$ cat src/rtl/brd_pkg.sv
// Package: constants and carrier types for the boot remap address decoder
// Operation
// - Sixteen 256 MB banks chosen by address bits 31..28.
// - Banks 1 to 8 go to the external bus interface, eight chip selects.
// - Bank 0 is internal memory; second stage resolves a 1 MB region.
// - Bank 15 goes to the peripheral bridge.
// - Unassigned areas answer with an error response.
// - Each master has its own remap bit; for processor masters it picks zero with boot pin.
// - No remap and boot pin high: ROM appears at zero.
// - No remap and boot pin low: external chip select zero at zero.
// - Alias region 0x0 to 0x000F_FFFF follows boot pin and remap.
// - Boot pin captured at reset and never sampled again.
// - Before remap, general SRAM only at 0x0030_0000, for all masters.
// - After remap, general SRAM also at zero for processor masters only.
// - ROM always decoded at its fixed base.
// - Every block stays at its base; only the zero alias changes.
// - Instruction area visible on the bus at 0x0010_0000.
// - Data area visible on the bus at 0x0020_0000.
// - Coupled areas sized 0, 16K or 32K; general gets the rest.
// - After reset all four blocks general, coupled areas zero-sized.
// - Instruction uses 1 then 0, data 3 then 2, general descends.
// - SRAM single-cycle on bus and on coupled port.
// - Boot from chip select zero: byte select, 16-bit, strobes by select.
package brd_pkg;
  localparam int ADDR_W   = 32;
  localparam int BANK_LSB = 28;
  localparam int NUM_MST  = 6;
  localparam int MST_INSTR = 4;
  localparam int MST_DATA  = 5;
  localparam logic [3:0] BANK_INT    = 4'h0;
  localparam logic [3:0] BANK_EXT_LO = 4'h1;
  localparam logic [3:0] BANK_EXT_HI = 4'h8;
  localparam logic [3:0] BANK_PERIPH = 4'hf;
  localparam int REG_LSB  = 20;
  localparam logic [7:0] REG_ALIAS = 8'h00;
  localparam logic [7:0] REG_INSTRUCTION_COUPLED_AREA  = 8'h01;
  localparam logic [7:0] REG_DATA_COUPLED_AREA  = 8'h02;
  localparam logic [7:0] REG_GEN   = 8'h03;
  localparam logic [7:0] REG_ROM   = 8'h04;
  localparam int BLK_LSB  = 14;
  localparam int BLK_W    = 14;
  localparam int RAM_AW   = 16;
  localparam int ROM_AW   = 15;
  localparam logic [1:0] SZ_0K   = 2'h0;
  localparam logic [1:0] SZ_16K  = 2'h1;
  localparam logic [1:0] SZ_32K  = 2'h2;
  localparam logic [1:0] SMC_BYTE_SELECT = 2'h1;
  localparam logic [1:0] SMC_BUS_16      = 2'h1;

  typedef enum logic [2:0] {
    BRD_T_NONE, BRD_T_ROM, BRD_T_RAM, BRD_T_EXT, BRD_T_PERIPH, BRD_T_ERR
  } brd_target_e;

  typedef struct packed {
    logic        valid;
    logic [2:0]  master;
    logic [31:0] addr;
  } brd_req_s;

  typedef struct packed {
    brd_target_e target;
    logic [1:0]  ram_block;
    logic [15:0] offset;
    logic [3:0]  ext_bank;
  } brd_route_s;

  typedef struct packed {
    logic [1:0] instruction_coupled_area_size;
    logic [1:0] data_coupled_area_size;
  } brd_tcm_s;

  typedef struct packed {
    logic [1:0] byte_mode;
    logic [1:0] bus_width;
    logic       strobe_by_cs;
  } brd_smc_s;
endpackage

$ cat src/rtl/brd_decoder.sv
// Module: first-level and internal memory address decoder with boot alias and remap
`timescale 1ns/1ps
`default_nettype none
module brd_decoder #(
  parameter int NUM_MST = brd_pkg::NUM_MST
) (
  input  wire logic                 clk,             // Matrix clock
  input  wire logic                 srst,            // Sync reset, high
  input  wire logic                 boot_select_pin, // Boot strap pin
  input  wire logic [NUM_MST-1:0]   per_master_remap_bit, // Remap per master
  input  wire logic                 tcm_cfg_we,      // Load coupled sizes
  input  wire brd_pkg::brd_tcm_s    tcm_size_config, // New coupled sizes
  input  wire brd_pkg::brd_req_s    req,             // Master request
  output brd_pkg::brd_route_s       route,           // Registered route
  output logic                      route_valid,     // Route valid
  output logic                      bus_error,       // Error response
  output logic                      boot_sel_cap,    // Captured strap
  output brd_pkg::brd_tcm_s         tcm_size,        // Active sizes
  output brd_pkg::brd_smc_s         smc_boot_cfg     // Chip select 0 reset mode
);
  typedef enum logic [1:0] {BRD_S_RESET, BRD_S_SAMPLE, BRD_S_RUN} brd_phase_e;

  typedef struct packed {
    logic               pin_m;
    logic               pin_s;
    brd_phase_e         phase;
    logic               boot_sel;
    brd_pkg::brd_tcm_s  tcm;
    brd_pkg::brd_route_s route;
    logic               vld;
    logic               err;
    brd_pkg::brd_smc_s  static_mem_ctrl;
  } brd_state_s;

  brd_state_s st;
  brd_state_s next_st;

  logic [3:0]  bank;
  logic [7:0]  region;
  logic [1:0]  slot;
  logic        blk_hit;
  logic        ram_hit;
  logic [1:0]  blk_num;
  logic        remap;
  logic        cpu_mst;
  logic [7:0]  eff_region;

  assign bank   = req.addr[31:brd_pkg::BANK_LSB];
  assign region = req.addr[27:brd_pkg::REG_LSB];
  assign slot   = req.addr[brd_pkg::RAM_AW-1:brd_pkg::BLK_LSB];
  // Only the low 64 KB of a region is backed; the rest of the 1 MB is unbacked
  assign ram_hit = blk_hit && (req.addr[19:brd_pkg::RAM_AW] == '0);
  assign remap  = (req.master < 3'(NUM_MST)) ? per_master_remap_bit[req.master] : 1'b0;
  assign cpu_mst = (req.master == 3'(brd_pkg::MST_INSTR)) || (req.master == 3'(brd_pkg::MST_DATA));
  // alias of general area, processor masters only
  assign eff_region = (region == brd_pkg::REG_ALIAS && remap && cpu_mst) ? brd_pkg::REG_GEN
                                                                         : region;

  brd_blkmap u_blkmap (
    .region    (eff_region),
    .slot      (slot),
    .instruction_coupled_area_size (st.tcm.instruction_coupled_area_size),
    .data_coupled_area_size (st.tcm.data_coupled_area_size),
    .hit       (blk_hit),
    .block     (blk_num)
  );

  always_comb begin
    next_st = st;
    // Two-flop sync of the strap pin
    next_st.pin_m = boot_select_pin;
    next_st.pin_s = st.pin_m;
    next_st.vld = 1'b0;
    next_st.err = 1'b0;
    next_st.route = '0;
    case (st.phase)
      BRD_S_RESET: begin
        next_st.phase = BRD_S_SAMPLE;
      end
      BRD_S_SAMPLE: begin
        next_st.boot_sel = st.pin_s;
        next_st.phase = BRD_S_RUN;
      end
      default: begin
        next_st.phase = BRD_S_RUN;
      end
    endcase
    next_st.static_mem_ctrl.byte_mode = brd_pkg::SMC_BYTE_SELECT;
    next_st.static_mem_ctrl.bus_width = brd_pkg::SMC_BUS_16;
    next_st.static_mem_ctrl.strobe_by_cs = 1'b1;
    if (tcm_cfg_we) begin
      next_st.tcm.instruction_coupled_area_size = (tcm_size_config.instruction_coupled_area_size > brd_pkg::SZ_32K)
                              ? brd_pkg::SZ_32K : tcm_size_config.instruction_coupled_area_size;
      next_st.tcm.data_coupled_area_size = (tcm_size_config.data_coupled_area_size > brd_pkg::SZ_32K)
                              ? brd_pkg::SZ_32K : tcm_size_config.data_coupled_area_size;
    end
    if (req.valid && st.phase == BRD_S_RUN) begin
      next_st.vld = 1'b1;
      next_st.route.offset = req.addr[15:0];
      if (bank == brd_pkg::BANK_INT) begin
        if (region == brd_pkg::REG_ALIAS) begin
          if (remap && cpu_mst) begin
            next_st.route.target = ram_hit ? brd_pkg::BRD_T_RAM : brd_pkg::BRD_T_ERR;
            next_st.route.ram_block = blk_num;
          end else if (st.boot_sel) begin
            next_st.route.target = brd_pkg::BRD_T_ROM;
          end else begin
            next_st.route.target = brd_pkg::BRD_T_EXT;
            next_st.route.ext_bank = brd_pkg::BANK_EXT_LO;
          end
        end else if (region == brd_pkg::REG_ROM) begin
          next_st.route.target = (req.addr[19:brd_pkg::ROM_AW] == '0)
                                 ? brd_pkg::BRD_T_ROM : brd_pkg::BRD_T_ERR;
        end else if (region == brd_pkg::REG_INSTRUCTION_COUPLED_AREA || region == brd_pkg::REG_DATA_COUPLED_AREA
                     || region == brd_pkg::REG_GEN) begin
          next_st.route.target = ram_hit ? brd_pkg::BRD_T_RAM : brd_pkg::BRD_T_ERR;
          next_st.route.ram_block = blk_num;
        end else begin
          next_st.route.target = brd_pkg::BRD_T_ERR;
        end
      end else if (bank >= brd_pkg::BANK_EXT_LO && bank <= brd_pkg::BANK_EXT_HI) begin
        next_st.route.target = brd_pkg::BRD_T_EXT;
        next_st.route.ext_bank = bank;
      end else if (bank == brd_pkg::BANK_PERIPH) begin
        next_st.route.target = brd_pkg::BRD_T_PERIPH;
      end else begin
        next_st.route.target = brd_pkg::BRD_T_ERR;
      end
      next_st.err = (next_st.route.target == brd_pkg::BRD_T_ERR);
    end
  end

  always_ff @(posedge clk) begin
    if (srst) begin
      st <= '0;
      // Strap synchroniser keeps running so the capture sees the real pin
      st.pin_m <= next_st.pin_m;
      st.pin_s <= next_st.pin_s;
    end else begin
      st <= next_st;
    end
  end

  // route ready one cycle after request
  assign route        = st.route;
  assign route_valid  = st.vld;
  assign bus_error    = st.err;
  assign boot_sel_cap = st.boot_sel;
  assign tcm_size     = st.tcm;
  assign smc_boot_cfg = st.static_mem_ctrl;
endmodule
`default_nettype wire

$ cat src/rtl/brd_blkmap.sv
// Module: maps a decoded area and 16 KB slot onto one physical SRAM block
`timescale 1ns/1ps
`default_nettype none
module brd_blkmap (
  input  wire logic [7:0] region,      // Decoded 1 MB region
  input  wire logic [1:0] slot,        // 16 KB slot in region
  input  wire logic [1:0] instruction_coupled_area_size,   // Instruction area size
  input  wire logic [1:0] data_coupled_area_size,   // Data area size
  output logic            hit,         // Slot backed by a block
  output logic [1:0]      block        // Physical block number
);
  logic [2:0] n_i;
  logic [2:0] n_d;
  logic [2:0] n_g;
  logic [3:0] used;
  logic [2:0] cnt;

  always_comb begin
    n_i = (instruction_coupled_area_size == brd_pkg::SZ_32K) ? 3'd2 : (instruction_coupled_area_size == brd_pkg::SZ_16K) ? 3'd1 : 3'd0;
    n_d = (data_coupled_area_size == brd_pkg::SZ_32K) ? 3'd2 : (data_coupled_area_size == brd_pkg::SZ_16K) ? 3'd1 : 3'd0;
    n_g = 3'd4 - n_i - n_d;
    hit = 1'b0;
    block = 2'd0;
    // Blocks held by the coupled areas, one bit per physical block
    used = {n_d != 3'd0, n_d == 3'd2, n_i != 3'd0, n_i == 3'd2};
    cnt = 3'd0;
    if (region == brd_pkg::REG_INSTRUCTION_COUPLED_AREA) begin
      hit = ({1'b0, slot} < n_i);
      block = 2'd1 - slot;
    end else if (region == brd_pkg::REG_DATA_COUPLED_AREA) begin
      hit = ({1'b0, slot} < n_d);
      block = 2'd3 - slot;
    end else if (region == brd_pkg::REG_GEN || region == brd_pkg::REG_ALIAS) begin
      hit = ({1'b0, slot} < n_g);
      // Free blocks fill the general area from the top block down, gaps skipped
      for (int b = 3; b >= 0; b--) begin
        if (!used[b]) begin
          if (cnt == {1'b0, slot})
            block = 2'(b);
          cnt = cnt + 3'd1;
        end
      end
    end
  end
endmodule
`default_nettype wire

$ cat config.mk
export PLATFORM = sky130hd
export DESIGN_NAME = brd_decoder
export DESIGN_NICKNAME = d
export VERILOG_FILES = /design/src/rtl/brd_pkg.sv /design/src/rtl/brd_decoder.sv /design/src/rtl/brd_blkmap.sv
export SDC_FILE = /design/constraint.sdc
export NUM_CORES = 1
export LEC_CHECK = 0
export BUFFER_PORTS_ARGS = -buffer_cell sky130_fd_sc_hd__buf_2
export CAP_MARGIN = 10
export CORE_MARGIN = 2
export CORE_UTILIZATION = 46
export CTS_CLUSTER_DIAMETER = 60
export CTS_CLUSTER_SIZE = 8
export DETAILED_ROUTE_END_ITERATION = 12
export PLACE_DENSITY_LB_ADDON = 0.25
export REMOVE_ABC_BUFFERS = 1
export SLEW_MARGIN = 10
export SYNTH_ARGS = -nofsm -noshare
export SYNTH_HDL_FRONTEND = slang
export SYNTH_SLANG_ARGS = --single-unit
$ cat constraint.sdc
create_clock -name clk -period 3.3 [get_ports clk]
set_input_delay 0.66 -clock clk [delete_from_list [all_inputs] [get_ports clk]]
set_output_delay 0.66 -clock clk [all_outputs]
set_load 0.02 [all_outputs]
# [After elaboration in Yosys (flattened, before gate mapping)]
# Cells that the tools add are included.
[classes] eq_ne=22 n_reduce_logical=21 n_bitwise=2 order_cmp=9 muxes=61 n_addsub=6
[op_table] cell="$mux 3" count=21
[op_table] cell="$mux 2" count=22
[op_table] cell="$eq 8x2->1 const B" count=4
[op_table] cell="$eq 8x1->1 const B" count=2
[op_table] cell="$logic_not 8->1" count=2
[op_table] cell="$mux 1" count=12
[op_table] cell="$mux 4" count=3
[op_table] cell="$eq 3x2->1" count=3
[op_table] cell="$eq 3x3->1 const B" count=3
[op_table] cell="$lt 2x3->1" count=3
[op_table] cell="$eq 8x3->1 const B" count=1
[op_table] cell="$logic_not 4->1" count=2
[op_table] cell="$mux 8" count=1
[op_table] cell="$add 3x1->3 const B" count=2
[op_table] cell="$eq 2x1->1 const B" count=3
[op_table] cell="$eq 2x2->1 const B" count=3
[op_table] cell="$eq 3x2->1 const B" count=2
[op_table] cell="$logic_and 1x1->1" count=6
[op_table] cell="$reduce_bool 3->1" count=2
[op_table] cell="$logic_not 5->1" count=1
[op_table] cell="$mux 5" count=1
[op_table] cell="$eq 4x4->1 const B" count=1
[op_table] cell="$ge 4x1->1 const B" count=1
[op_table] cell="$gt 2x2->1 const B" count=2
[op_table] cell="13 further kinds" count=18
[totals] out_inout_bits=37 elab_cells=136 regBits=41

# [Depth between registers and ports, before layout]
# Gate-level depths: netlist (run 1).
[depth] depth_word=34 depth_mapped=12

# [Modules after synthesis]
# Synthesis (run 1) repeated with hierarchy kept, for this count alone.
[hier_totals] cells_unflattened=224 hier_area_um2=1994.4
[modules_own_cells] mod="brd_decoder" n_inst=1 area_each_um2=1525.2 cells_per_inst=157 seq_area_each_um2=740.7
[modules_own_cells] mod="brd_blkmap" n_inst=1 area_each_um2=469.2 cells_per_inst=67 seq_area_each_um2=0.0

# [Worst setup path after synthesis (run 1)]
# OpenSTA, ideal clock, no wires.
[synth_path] path_type="register to register" startpoint="reg st, in the netlist tcm_size[0]" endpoint="reg st, in the netlist bus_error" path_stages_with_launch=13 required_time_ps=3184 arrival_time_ps=2231 path_slack_ps=953 n_path_buf=0 path_cell_list="dfxtp_1 > inv_1 > ha_1 > ha_1 > inv_1 > ha_1 > inv_1 > ha_1 > a21oi_1 > o21ai_0 > a211oi_1 > o22ai_1 > and4_1"
[synth_between] elab_chain_len=16
[synth_rtl] element="from (decl)" line="brd_decoder.sv:35" text="brd_state_s st;"
[synth_rtl] element="from (signal assigned)" line="brd_decoder.sv:140" text="st <= next_st;"
[synth_rtl] element="$eq 2x1->1" line="brd_blkmap.sv:20" text="n_d = (data_coupled_area_size == brd_pkg::SZ_32K) ? 3'd2 : (data_coupled_area_size == brd_pkg::SZ_16K) ? 3'd1 ..."
[synth_rtl] element="$mux 1" line="brd_blkmap.sv:20"
[synth_rtl] element="$mux 3 *" line="brd_blkmap.sv:20"
[synth_rtl] element="$sub 3x3->3" line="brd_blkmap.sv:21" text="n_g = 3'd4 - n_i - n_d;"
[synth_rtl] element="$lt 2x3->1" line="brd_blkmap.sv:34" text="hit = ({1'b0, slot} < n_g);"
[synth_rtl] element="$mux 1" line="brd_blkmap.sv:33" text="end else if (region == brd_pkg::REG_GEN || region == brd_pkg::REG_ALIAS) begin"
[synth_rtl] element="$mux 1 *" line="brd_blkmap.sv:30" text="end else if (region == brd_pkg::REG_DATA_COUPLED_AREA) begin"
[synth_rtl] element="$mux 1 *" line="brd_blkmap.sv:27" text="if (region == brd_pkg::REG_INSTRUCTION_COUPLED_AREA) begin"
[synth_rtl] element="$logic_and 1x1->1 *" line="brd_decoder.sv:52" text="assign ram_hit = blk_hit && (req.addr[19:brd_pkg::RAM_AW] == '0);"
[synth_rtl] element="$mux 3 *" line="brd_decoder.sv:103, brd_decoder.sv:116"
[synth_rtl] element="$mux 3" line="brd_decoder.sv:114" text="end else if (region == brd_pkg::REG_INSTRUCTION_COUPLED_AREA || region == brd_pkg::REG_DATA_COUPLED_AREA"
[synth_rtl] element="$mux 3" line="brd_decoder.sv:111" text="end else if (region == brd_pkg::REG_ROM) begin"
[synth_rtl] element="$mux 5 *" line="brd_decoder.sv:101" text="if (region == brd_pkg::REG_ALIAS) begin"
[synth_rtl] element="$mux 3 *" line="brd_decoder.sv:100" text="if (bank == brd_pkg::BANK_INT) begin"
[synth_rtl] element="$mux 3 *" line="brd_decoder.sv:97" text="if (req.valid && st.phase == BRD_S_RUN) begin"
[synth_rtl] element="$eq 3x3->1 *" line="brd_decoder.sv:129" text="next_st.err = (next_st.route.target == brd_pkg::BRD_T_ERR);"
# Every way passes the cells marked *; elsewhere a longest branch is shown, timed or not. The select of a mux whose other input is x is not followed.
# A chain may end at the register's enable or synchronous reset.

# [Worst setup path in the final report (run 1)]
# Same ends and word-level chain as after synthesis.

==> metrics, run 1 <==
die boundary width=between 60 and 70 um; overall routing resource usage=between 10% and 20%; worst endpoint required time=roughly 3.5 ns; Clk pwr share=a little over a third; hpwl dp=roughly 2.8 mm; Max Freq=approximately 390 MHz; weighted congestion at the end of routability-driven global placement=between 0.7 and 0.8; Global Route met3 Usage=4.93%; largest family of logic cells by synthesized area=simple AND/OR/NAND/NOR gates; H-Tree Depth=2; multiplexer share of the synthesized area=~2.1%; number of buffers inserted for hold repair after clock tree synthesis=0; cell count after placement=307; root buf cell=clkbuf_8; post-synthesis register bit count=37; Setup CP Type=flop to flop; count of buffers added by post-CTS timing repair for setup=0; RSZ-0062 raised after global routing=no; overall die area=~0.0046 mm^2; total power per unit cell area=roughly 430 mW/mm^2; Netlist cell types=slightly above 40; Mapped Cells=roughly 220; number of failing setup endpoints in the final timing report=0; top area cells in the synthesized netlist=dfxtp_1 (39%), buf_4 (13%), ha_1 (7.3%); global-route wire length before repair=about 5.5 mm; met1 Resource Use GR=a little under a fifth; sequential cell area fraction in the yosys report=39.2%; path type of the worst min-delay path=flop to flop; met2 Usage GRT=26.6%; clock tree from TritonCTS=yes; grt peak-use layer=met2; switching power total=around 240 uW; area share of xor/xnor cells in the synthesized design=between 1 and 1.5%; Via-to-Cell Ratio=4.78; core outline area=0.00397 mm^2; count of vias placed by the detailed router=roughly 1500; Synth Area in Compound Gates=under 10%; leakage power of the design=between 1 and 1.5 nW; Post-Synthesis Mean Instance Area=just under 9 um^2; floorplan die height=about 70 um; sw frac=between 20% and 30%; sort of element at the end of the critical path=flop; Worst setup SP type=flop; Min Clock Period, post-route=2.58 ns; arrival time of data at the critical path endpoint=~2.8 ns; maximum number of pins on one net before global-route repair=17; non-filler cells, final=~320; GRT Residual Overflow=0; CTS clock-pin slew for the worst setup and hold paths=0.07 ns; area fraction in and, or, nand and nor cells after synthesis=a little over a fifth; cell area after synthesis=~0.0019 mm^2; combined flip-flop and latch cell area=roughly 740 um^2; worst relative slew slack=between 50% and 60%; insertion delay to the later sink of the worst-skew pair=slightly below 0.3 ns; total wire length=between 3 and 4 mm; Max Root-Sink Buffers=2; starting utilization of the core area=47.6%; Clock Sinks=37; number of top-level pins=87; vias in the first global route=~1300; share of Yosys cell area claimed by the top area cell type=around two fifths; cells resized by post-CTS repair=0; antenna cells=0; number of failing hold endpoints at the final stage=0; max-cap violations=0; portion of total power attributed to combinational logic=14.5%; ys async rst share=0%; Yosys warning total=0; dominant cell type by area after synthesis=dfxtp_1; number of search-and-repair iterations in the first detailed-routing pass=4; final antenna-violating net count=0; maximum fanout encountered on the critical timing path=4; relative area change from synthesis to final layout=15.5%; Internal Pwr Total=689 uW; Peak supply drop=approximately 0.24 mV; DR DRC count=0; number of buffers inserted by port buffering=80; status=completed; Main synth FF type=dfxtp_1; area of the multi-input gates=approximately 820 um^2; final-report max-slew violation count=0; pin slew with the least headroom to its limit=between 0.7 and 0.8 ns; ratio of cells with drive above 1 in the final layout=a little over a third; Max Clock Skew=roughly 0.0051 ns; Setup TNS=0 ns; total of fill cells in the finished design=~400; final worst path period share=about four fifths; number of antenna violations at the first check in global routing=0; Post-synth EDFFs=0; most frequent cells in the layout=buf_2 (80), dfxtp_1 (37), and2_1 (18), nor2_1 (18), inv_1 (15); worst hold slack=0.329 ns; Initial DRC Count=121; most common library cell in the layout ignoring fill and taps=buf_2; number of nets in the final layout=about 330; Placement Rows=23; number of buffers created by CTS=5; sequential share of power=between 50 and 60%; Synth Area in Adders=under 10%; DR WL/cell=11.4 um
power by group through the flow:
stage | sequential, mW | clock [mW] | combinational [mW]
6_report | 0.466 | 0.329 | 0.135
5_1_grt | 0.468 | 0.360 | 0.152
4_1_cts | 0.467 | 0.343 | 0.137
3_5_place_dp | 0.477 | 0 | 0.136
3_3_place_gp | 0.477 | 0 | 0.134
2_1_floorplan | 0.490 | 0 | 0.0634
registers in the layout (all words and copies together) (netlist names):
name / flops
st: 3
smc_boot_cfg: 1
bus_error: 1
tcm_size: 4
route: 25
boot_sel_cap: 1
route_valid: 1
next_st: 1
kinds of logic after synthesis:
kind of cell | Yosys count
adders and majority gates | 12
muxes | 4
AOI/OAI and AO/OA | 29
other | 1
xor gates and xnor gates | 3
DFF | 37
buffers and inverters | 56
and+or+nand+nor | 74
worst max-delay path, stage by stage, from the launching register on:
cell	delay [ns]
dfxtp_1	0.37
inv_1	0.08
ha_1	0.27
ha_1	0.30
inv_1	0.04
ha_1	0.26
inv_1	0.04
ha_1	0.26
a21oi_1	0.11
o21ai_0	0.15
a211oi_1	0.28
o22ai_1	0.14
and4_1	0.20
cell usage after synthesis (all sizes together) (2+ instances only):
master  number
o22ai        4
ha          11
or4          3
a21oi        6
nor3b        2
clkbuf       6
nand2b       7
nand3        4
nor3         4
dfxtp       37
o21ai        7
inv         15
o211ai       2
buf         35
and2        18
a31oi        3
xnor2        2
and3         3
nor2        19
mux2i        4
nor4         2
nand2        7
metrics by stage:
| stage | setup WS (ns) | util [%] | cell area [um^2] | power, mW |
|---|---|---|---|---|
| after global placement | 0.747 | 52.6 | 2090 | 0.610 |
| after floorplan | 0.703 | - | 1610 | 0.553 |
| after global routing | 0.590 | 55.0 | 2190 | 0.981 |
| after detailed placement | 0.725 | 52.6 | 2090 | 0.613 |
| final | 0.724 | 55.0 | 2190 | 0.931 |
| after CTS | 0.711 | 55.0 | 2190 | 0.946 |
routing by layer:
metal | part of all wire [%] | up-vias | wire length [um]
met1 | 42 | 675 | 1500
met2 | 50 | 49 | 1790
li1 | - | 778 | -
met5 | 0 | - | 0
met3 | 7.0 | 5 | 252
met4 | 1.3 | 0 | 46
layout make-up:
type	instances	area share (%)
sequential	37	33.9
clock buffer	6	3.78
multi-input combinational	124	37.6
inverter	15	2.58
tap	50	2.86
clock inverter	2	0.630
timing repair buffer	81	18.7
worst paths after layout:
kind	startpoint	endpoint	slack, ns	depth (start not counted)
hold reg to reg	next_st[39]	st[39]	0.33	0
setup reg to reg	tcm_size[0]	bus_error	0.72	12
setup / recovery	tcm_size[0]	bus_error	0.72	12
hold / removal	next_st[39]	st[39]	0.33	0
(Power assumes the default switching activity.)
==> run 2: changes to the inputs <==
==> constraint.sdc (replaced) <==
create_clock -name clk -period 2.39 [get_ports clk]
set_input_delay 0.478 -clock clk [delete_from_list [all_inputs] [get_ports clk]]
set_output_delay 0.478 -clock clk [all_outputs]
set_load 0.02 [all_outputs]
==> metrics, run 2 (same netlist as run 1, synthesis figures left out) <==
total wire length=roughly 3.6 mm; Clock Sinks=37; status=completed; number of buffers inserted by port buffering=80; vias in the first global route=around 1300; final antenna-violating net count=0; DR WL/cell=~11 um; pin slew with the least headroom to its limit=between 0.6 and 0.7 ns; Placement Rows=23; Worst setup SP type=flop; number of failing setup endpoints in the final timing report=0; sort of element at the end of the critical path=flop; Setup Slack @ Placement=-0.0840 ns; number of top-level pins=87; most common library cell in the layout ignoring fill and taps=buf_2; number of buffers inserted for hold repair after clock tree synthesis=0; weighted congestion at the end of routability-driven global placement=between 0.7 and 0.8; sequential share of power=50.2%; final worst setup slack=around 0.11 ns; ratio of cells with drive above 1 in the final layout=roughly two fifths; Max Clock Skew=roughly 0.0036 ns; die boundary width=68.1 um; number of nets in the final layout=between 300 and 400; GRT Residual Overflow=0; Max Freq=~440 MHz; worst endpoint required time=2.57 ns; Via-to-Cell Ratio=approximately 4.7; worst relative slew slack=53.9%; overall die area=between 0.004 and 0.005 mm^2; Setup TNS=0 ns; max FFs per register=25; Setup CP Type=flop to flop; total of fill cells in the finished design=approximately 360; H-Tree Depth=2; maximum fanout encountered on the critical timing path=2; antenna cells=0; Max Root-Sink Buffers=2; Clk pwr share=roughly a third; switching power total=approximately 340 uW; Internal Pwr Total=939 uW; count of vias placed by the detailed router=between 1500 and 2000; DR DRC count=0; most frequent cells in the layout=buf_2 (80), dfxtp_1 (35), and2_1 (18), nor2_1 (18), inv_1 (14); cell count after placement=around 320; final-report max-slew violation count=0; number of antenna violations at the first check in global routing=0; sw frac=around 27%; portion of total power attributed to combinational logic=approximately 17%; maximum number of pins on one net before global-route repair=23; number of failing hold endpoints at the final stage=0; hpwl dp=2.84 mm; leakage power of the design=~1.1 nW; Initial DRC Count=51; insertion delay to the later sink of the worst-skew pair=a little under 0.3 ns; clock tree from TritonCTS=yes; path type of the worst min-delay path=input pin to flop; number of search-and-repair iterations in the first detailed-routing pass=4; max-cap violations=0; core outline area=~0.004 mm^2; Min Clock Period, post-route=2.28 ns; PnR Total Power=~1.3 mW; number of buffers created by CTS=5; final worst path period share=about 95%; relative area change from synthesis to final layout=21.4%; non-filler cells, final=around 330; overall routing resource usage=between 10% and 20%; floorplan die height=68.1 um; arrival time of data at the critical path endpoint=~2.5 ns; global-route wire length before repair=5.56 mm; total power per unit cell area=~560 mW/mm^2; starting utilization of the core area=roughly 48%; root buf cell=clkbuf_8; Peak supply drop=about 0.50 mV; CTS clock-pin slew for the worst setup and hold paths=roughly 0.070 ns
==> run 2: cell types whose count changed in the layout (fill, tap and decap cells not counted), moves of 2 or more <==
cell,before,now
ha_1,11,8
buf_4,1,11
a21oi_1,6,4
dfxtp_2,0,2
dfxtp_1,37,35
ha_2,0,2
==> run 2: critical path: stages (launching register included) <==
cell,delay [ns]
dfxtp_2,0.32
inv_1,0.05
ha_2,0.19
ha_1,0.27
inv_1,0.04
ha_1,0.27
inv_2,0.07
ha_4,0.19
a21oi_2,0.14
o21ai_2,0.09
buf_4,0.16
a21oi_4,0.12
nand2_2,0.07
and4_1,0.18
==> run 2: final timing paths <==
check / start / to / slack [ns] / cells after the start
setup reg to reg: tcm_size[0] / bus_error / 0.11 / 13
hold reg to reg: next_st[39] / st[39] / 0.33 / 0
hold / removal: boot_select_pin / next_st[39] / 0.29 / 1
setup / recovery: tcm_size[0] / bus_error / 0.11 / 13
==> run 2: repair_timing <==
item                                    4_1_cts  5_1_grt
buffers inserted                              0        0
gates resized for setup                       3       10
pin swaps                                     2        8
endpoints found under the setup margin        3        3
==> run 2: layout make-up <==
type | instances | area (um^2) | share of cell area, %
clock inverter | 3 | 17.5 | 0.763
multi-input combinational | 124 | 866 | 37.7
tap | 50 | 62.6 | 2.72
timing repair buffer | 91 | 483 | 21.0
clock buffer | 5 | 68.8 | 3.00
sequential | 37 | 743 | 32.4
inverter | 15 | 56.3 | 2.45
==> run 2: power groups by stage <==
| stage | clock [mW] | sequential, mW | combinational [mW] |
|---|---|---|---|
| after floorplan | 0 | 0.676 | 0.0876 |
| after global placement | 0 | 0.658 | 0.198 |
| after detailed placement | 0 | 0.658 | 0.203 |
| after CTS | 0.432 | 0.644 | 0.207 |
| after global routing | 0.460 | 0.646 | 0.246 |
| final | 0.420 | 0.644 | 0.219 |
==> run 2: per-layer routing <==
| metal | track usage (%) | part of all wire (%) | wire [um] | vias to the layer above |
|---|---|---|---|---|
| met2 | 28.6 | 50 | 1790 | 38 |
| li1 | - | - | - | 799 |
| met4 | 6.00 | 1.1 | 40 | 0 |
| met5 | 0 | 0 | 0 | - |
| met3 | 4.44 | 5.1 | 183 | 6 |
| met1 | 18.3 | 44 | 1590 | 672 |
==> run 2: metrics by stage <==
stage               cell area (um^2)  utilization, %  hold WS [ns]
floorplan                       1610               -         0.310
global placement                2160            54.5         0.311
detailed placement              2160            54.5         0.315
CTS                             2260            56.9         0.283
global route                    2300            57.8         0.279
finish                          2300            57.8         0.288
==> run 3: changes to the inputs <==
==> constraint.sdc (replaced) <==
create_clock -name clk -period 2.1 [get_ports clk]
set_input_delay 0.42 -clock clk [delete_from_list [all_inputs] [get_ports clk]]
set_output_delay 0.42 -clock clk [all_outputs]
set_load 0.02 [all_outputs]
==> metrics, run 3 (same netlist as run 1, synthesis figures left out) <==
H-Tree Depth=2; most frequent cells in the layout=buf_2 (80), dfxtp_1 (33), and2_1 (18), nor2_1 (18), buf_4 (18); ratio of cells with drive above 1 in the final layout=approximately 48%; combined flip-flop and latch cell area=between 700 and 800 um^2; die boundary width=~68 um; weighted congestion at the end of routability-driven global placement=0.747; FF-to-FF Start=tcm_size[2]; most common library cell in the layout ignoring fill and taps=buf_2; Initial DRC Count=96; area of the multi-input gates=roughly 950 um^2; sw frac=between 20% and 30%; number of top-level pins=87; Setup CP Type=flop to flop; cell type with the highest occurrence count on the critical path=ha_4; Min Clock Period, post-route=about 2.2 ns; Peak supply drop=around 0.52 mV; number of buffers created by CTS=5; largest incremental delay on the critical path=between 0.3 and 0.4 ns; relative area change from synthesis to final layout=29.2%; number of failing setup endpoints in the final timing report=3; max-cap violations=0; worst min-delay path startpoint=boot_select_pin; failing checks=negative setup slack; maximum fanout encountered on the critical timing path=2; path type of the worst min-delay path=input pin to flop; floorplan die height=roughly 70 um; buffers and inverters on the worst path=4; DR DRC count=0; antenna cells=0; beginning of the critical path=tcm_size[2]; core outline area=0.00397 mm^2; Internal Pwr Total=1.09 mW; final-report max-slew violation count=0; total power per unit cell area=about 600 mW/mm^2; DR WL/cell=12.4 um; global-route wire length before repair=6.39 mm; total of fill cells in the finished design=353; clock tree from TritonCTS=yes; sequential share of power=49.0%; final worst setup slack=-0.100 ns; Clk pwr share=31.7%; Via-to-Cell Ratio=4.73; vias in the first global route=about 1500; Top Family by Delay on Critical Path=adder cells; portion of total power attributed to combinational logic=19.3%; Max Freq=approximately 450 MHz; number of nets in the final layout=around 340; number of failing hold endpoints at the final stage=0; root buf cell=clkbuf_8; worst relative slew slack=about two thirds; final worst path period share=105%; final antenna-violating net count=0; fraction of the core area covered by cells at the end of the flow=approximately 62%; status=finished, violations left; overall die area=between 0.004 and 0.005 mm^2; worst hold slack=0.238 ns; switching power total=~410 uW; number of buffers inserted by port buffering=80; CTS clock-pin slew for the worst setup and hold paths=around 0.080 ns; Max Clock Skew=~0.0045 ns; pin slew with the least headroom to its limit=0.484 ns; hpwl dp=3.09 mm; Max Root-Sink Buffers=2; number of search-and-repair iterations in the first detailed-routing pass=4; count of vias placed by the detailed router=between 1500 and 2000; starting utilization of the core area=between 40 and 50%; sequence of cells on the critical path=inv_2, ha_4, ha_4, inv_2, ha_4, inv_4, ha_4, a21oi_2, o21ai_2, buf_4, a21oi_4, nand2_2, and4_1; sort of element at the end of the critical path=flop; GRT Residual Overflow=0; leakage power of the design=between 1 and 1.5 nW; Worst setup SP type=flop; total wire length=about 4 mm; Placement Rows=23; Clock Sinks=37; number of buffers inserted for hold repair after clock tree synthesis=0; max FFs per register=25; number of antenna violations at the first check in global routing=0; slowest stage cell, crit path=dfxtp_2; arrival time of data at the critical path endpoint=between 2 and 2.5 ns; overall routing resource usage=a little under a fifth; maximum number of pins on one net before global-route repair=15; RSZ-0062 raised after global routing=yes; worst endpoint required time=between 2 and 2.5 ns; insertion delay to the later sink of the worst-skew pair=roughly 0.28 ns
-- run 3: cell types whose count changed in the layout (fill, tap and decap cells not counted), moves of 2 or more --
cell and delta:
dfxtp_2 +2, inv_2 +4, ha_1 -5, buf_4 +7, dfxtp_1 -2, clkinv_2 -2
ha_4 +6, inv_1 -5
-- run 3: layer usage --
layer / track usage, % / share of wire (%) / vias to the layer above
met2: 34.0 / 54 / 42
met4: 5.25 / 0.24 / 0
met5: 0 / 0 / -
met3: 4.44 / 5.8 / 2
li1: - / - / 817
met1: 20.9 / 40 / 708
-- run 3: cell type report --
type                            count  area share (%)
Multi-Input combinational cell    124            38.8
Sequential cell                    37            30.5
Timing Repair Buffer               99            22.4
Clock buffer                        6            2.97
Tap cell                           50            2.56
Inverter                           15            2.41
Clock inverter                      1           0.358
-- run 3: final timing paths --
| check | to | slack, ns | cells after the start |
|---|---|---|---|
| hold reg to reg | st[39] | 0.33 | 0 |
| setup / recovery | bus_error | -0.10 | 13 |
| setup reg to reg | bus_error | -0.10 | 13 |
| hold / removal | next_st[39] | 0.24 | 1 |
-- run 3: repair_timing --
action | CTS | global route
endpoints found under the setup margin | 4 | 4
gates resized for setup | 26 | 8
pin swaps | 13 | 3
setup buffers | 2 | 0
cloned | 0 | 0
-- run 3: metrics by stage --
step	cell area, um^2	cells	worst slack (ns)	power (mW)	setup TNS (ns)
3_5_place_dp	2210	323	-0.360	0.988	-1.19
4_1_cts	2420	332	-0.0753	1.49	-0.165
6_report	2440	332	-0.100	1.50	-0.288
2_1_floorplan	1610	176	-0.399	0.869	-1.32
3_3_place_gp	2210	323	-0.304	0.982	-0.937
5_1_grt	2440	332	-0.181	1.58	-0.532
-- run 3: power by group through the flow --
stage,clock [mW],sequential (mW),combinational (mW)
final,0.476,0.735,0.289
after global routing,0.522,0.737,0.320
after CTS,0.482,0.735,0.276
after detailed placement,0,0.749,0.239
after global placement,0,0.748,0.234
after floorplan,0,0.769,0.0997
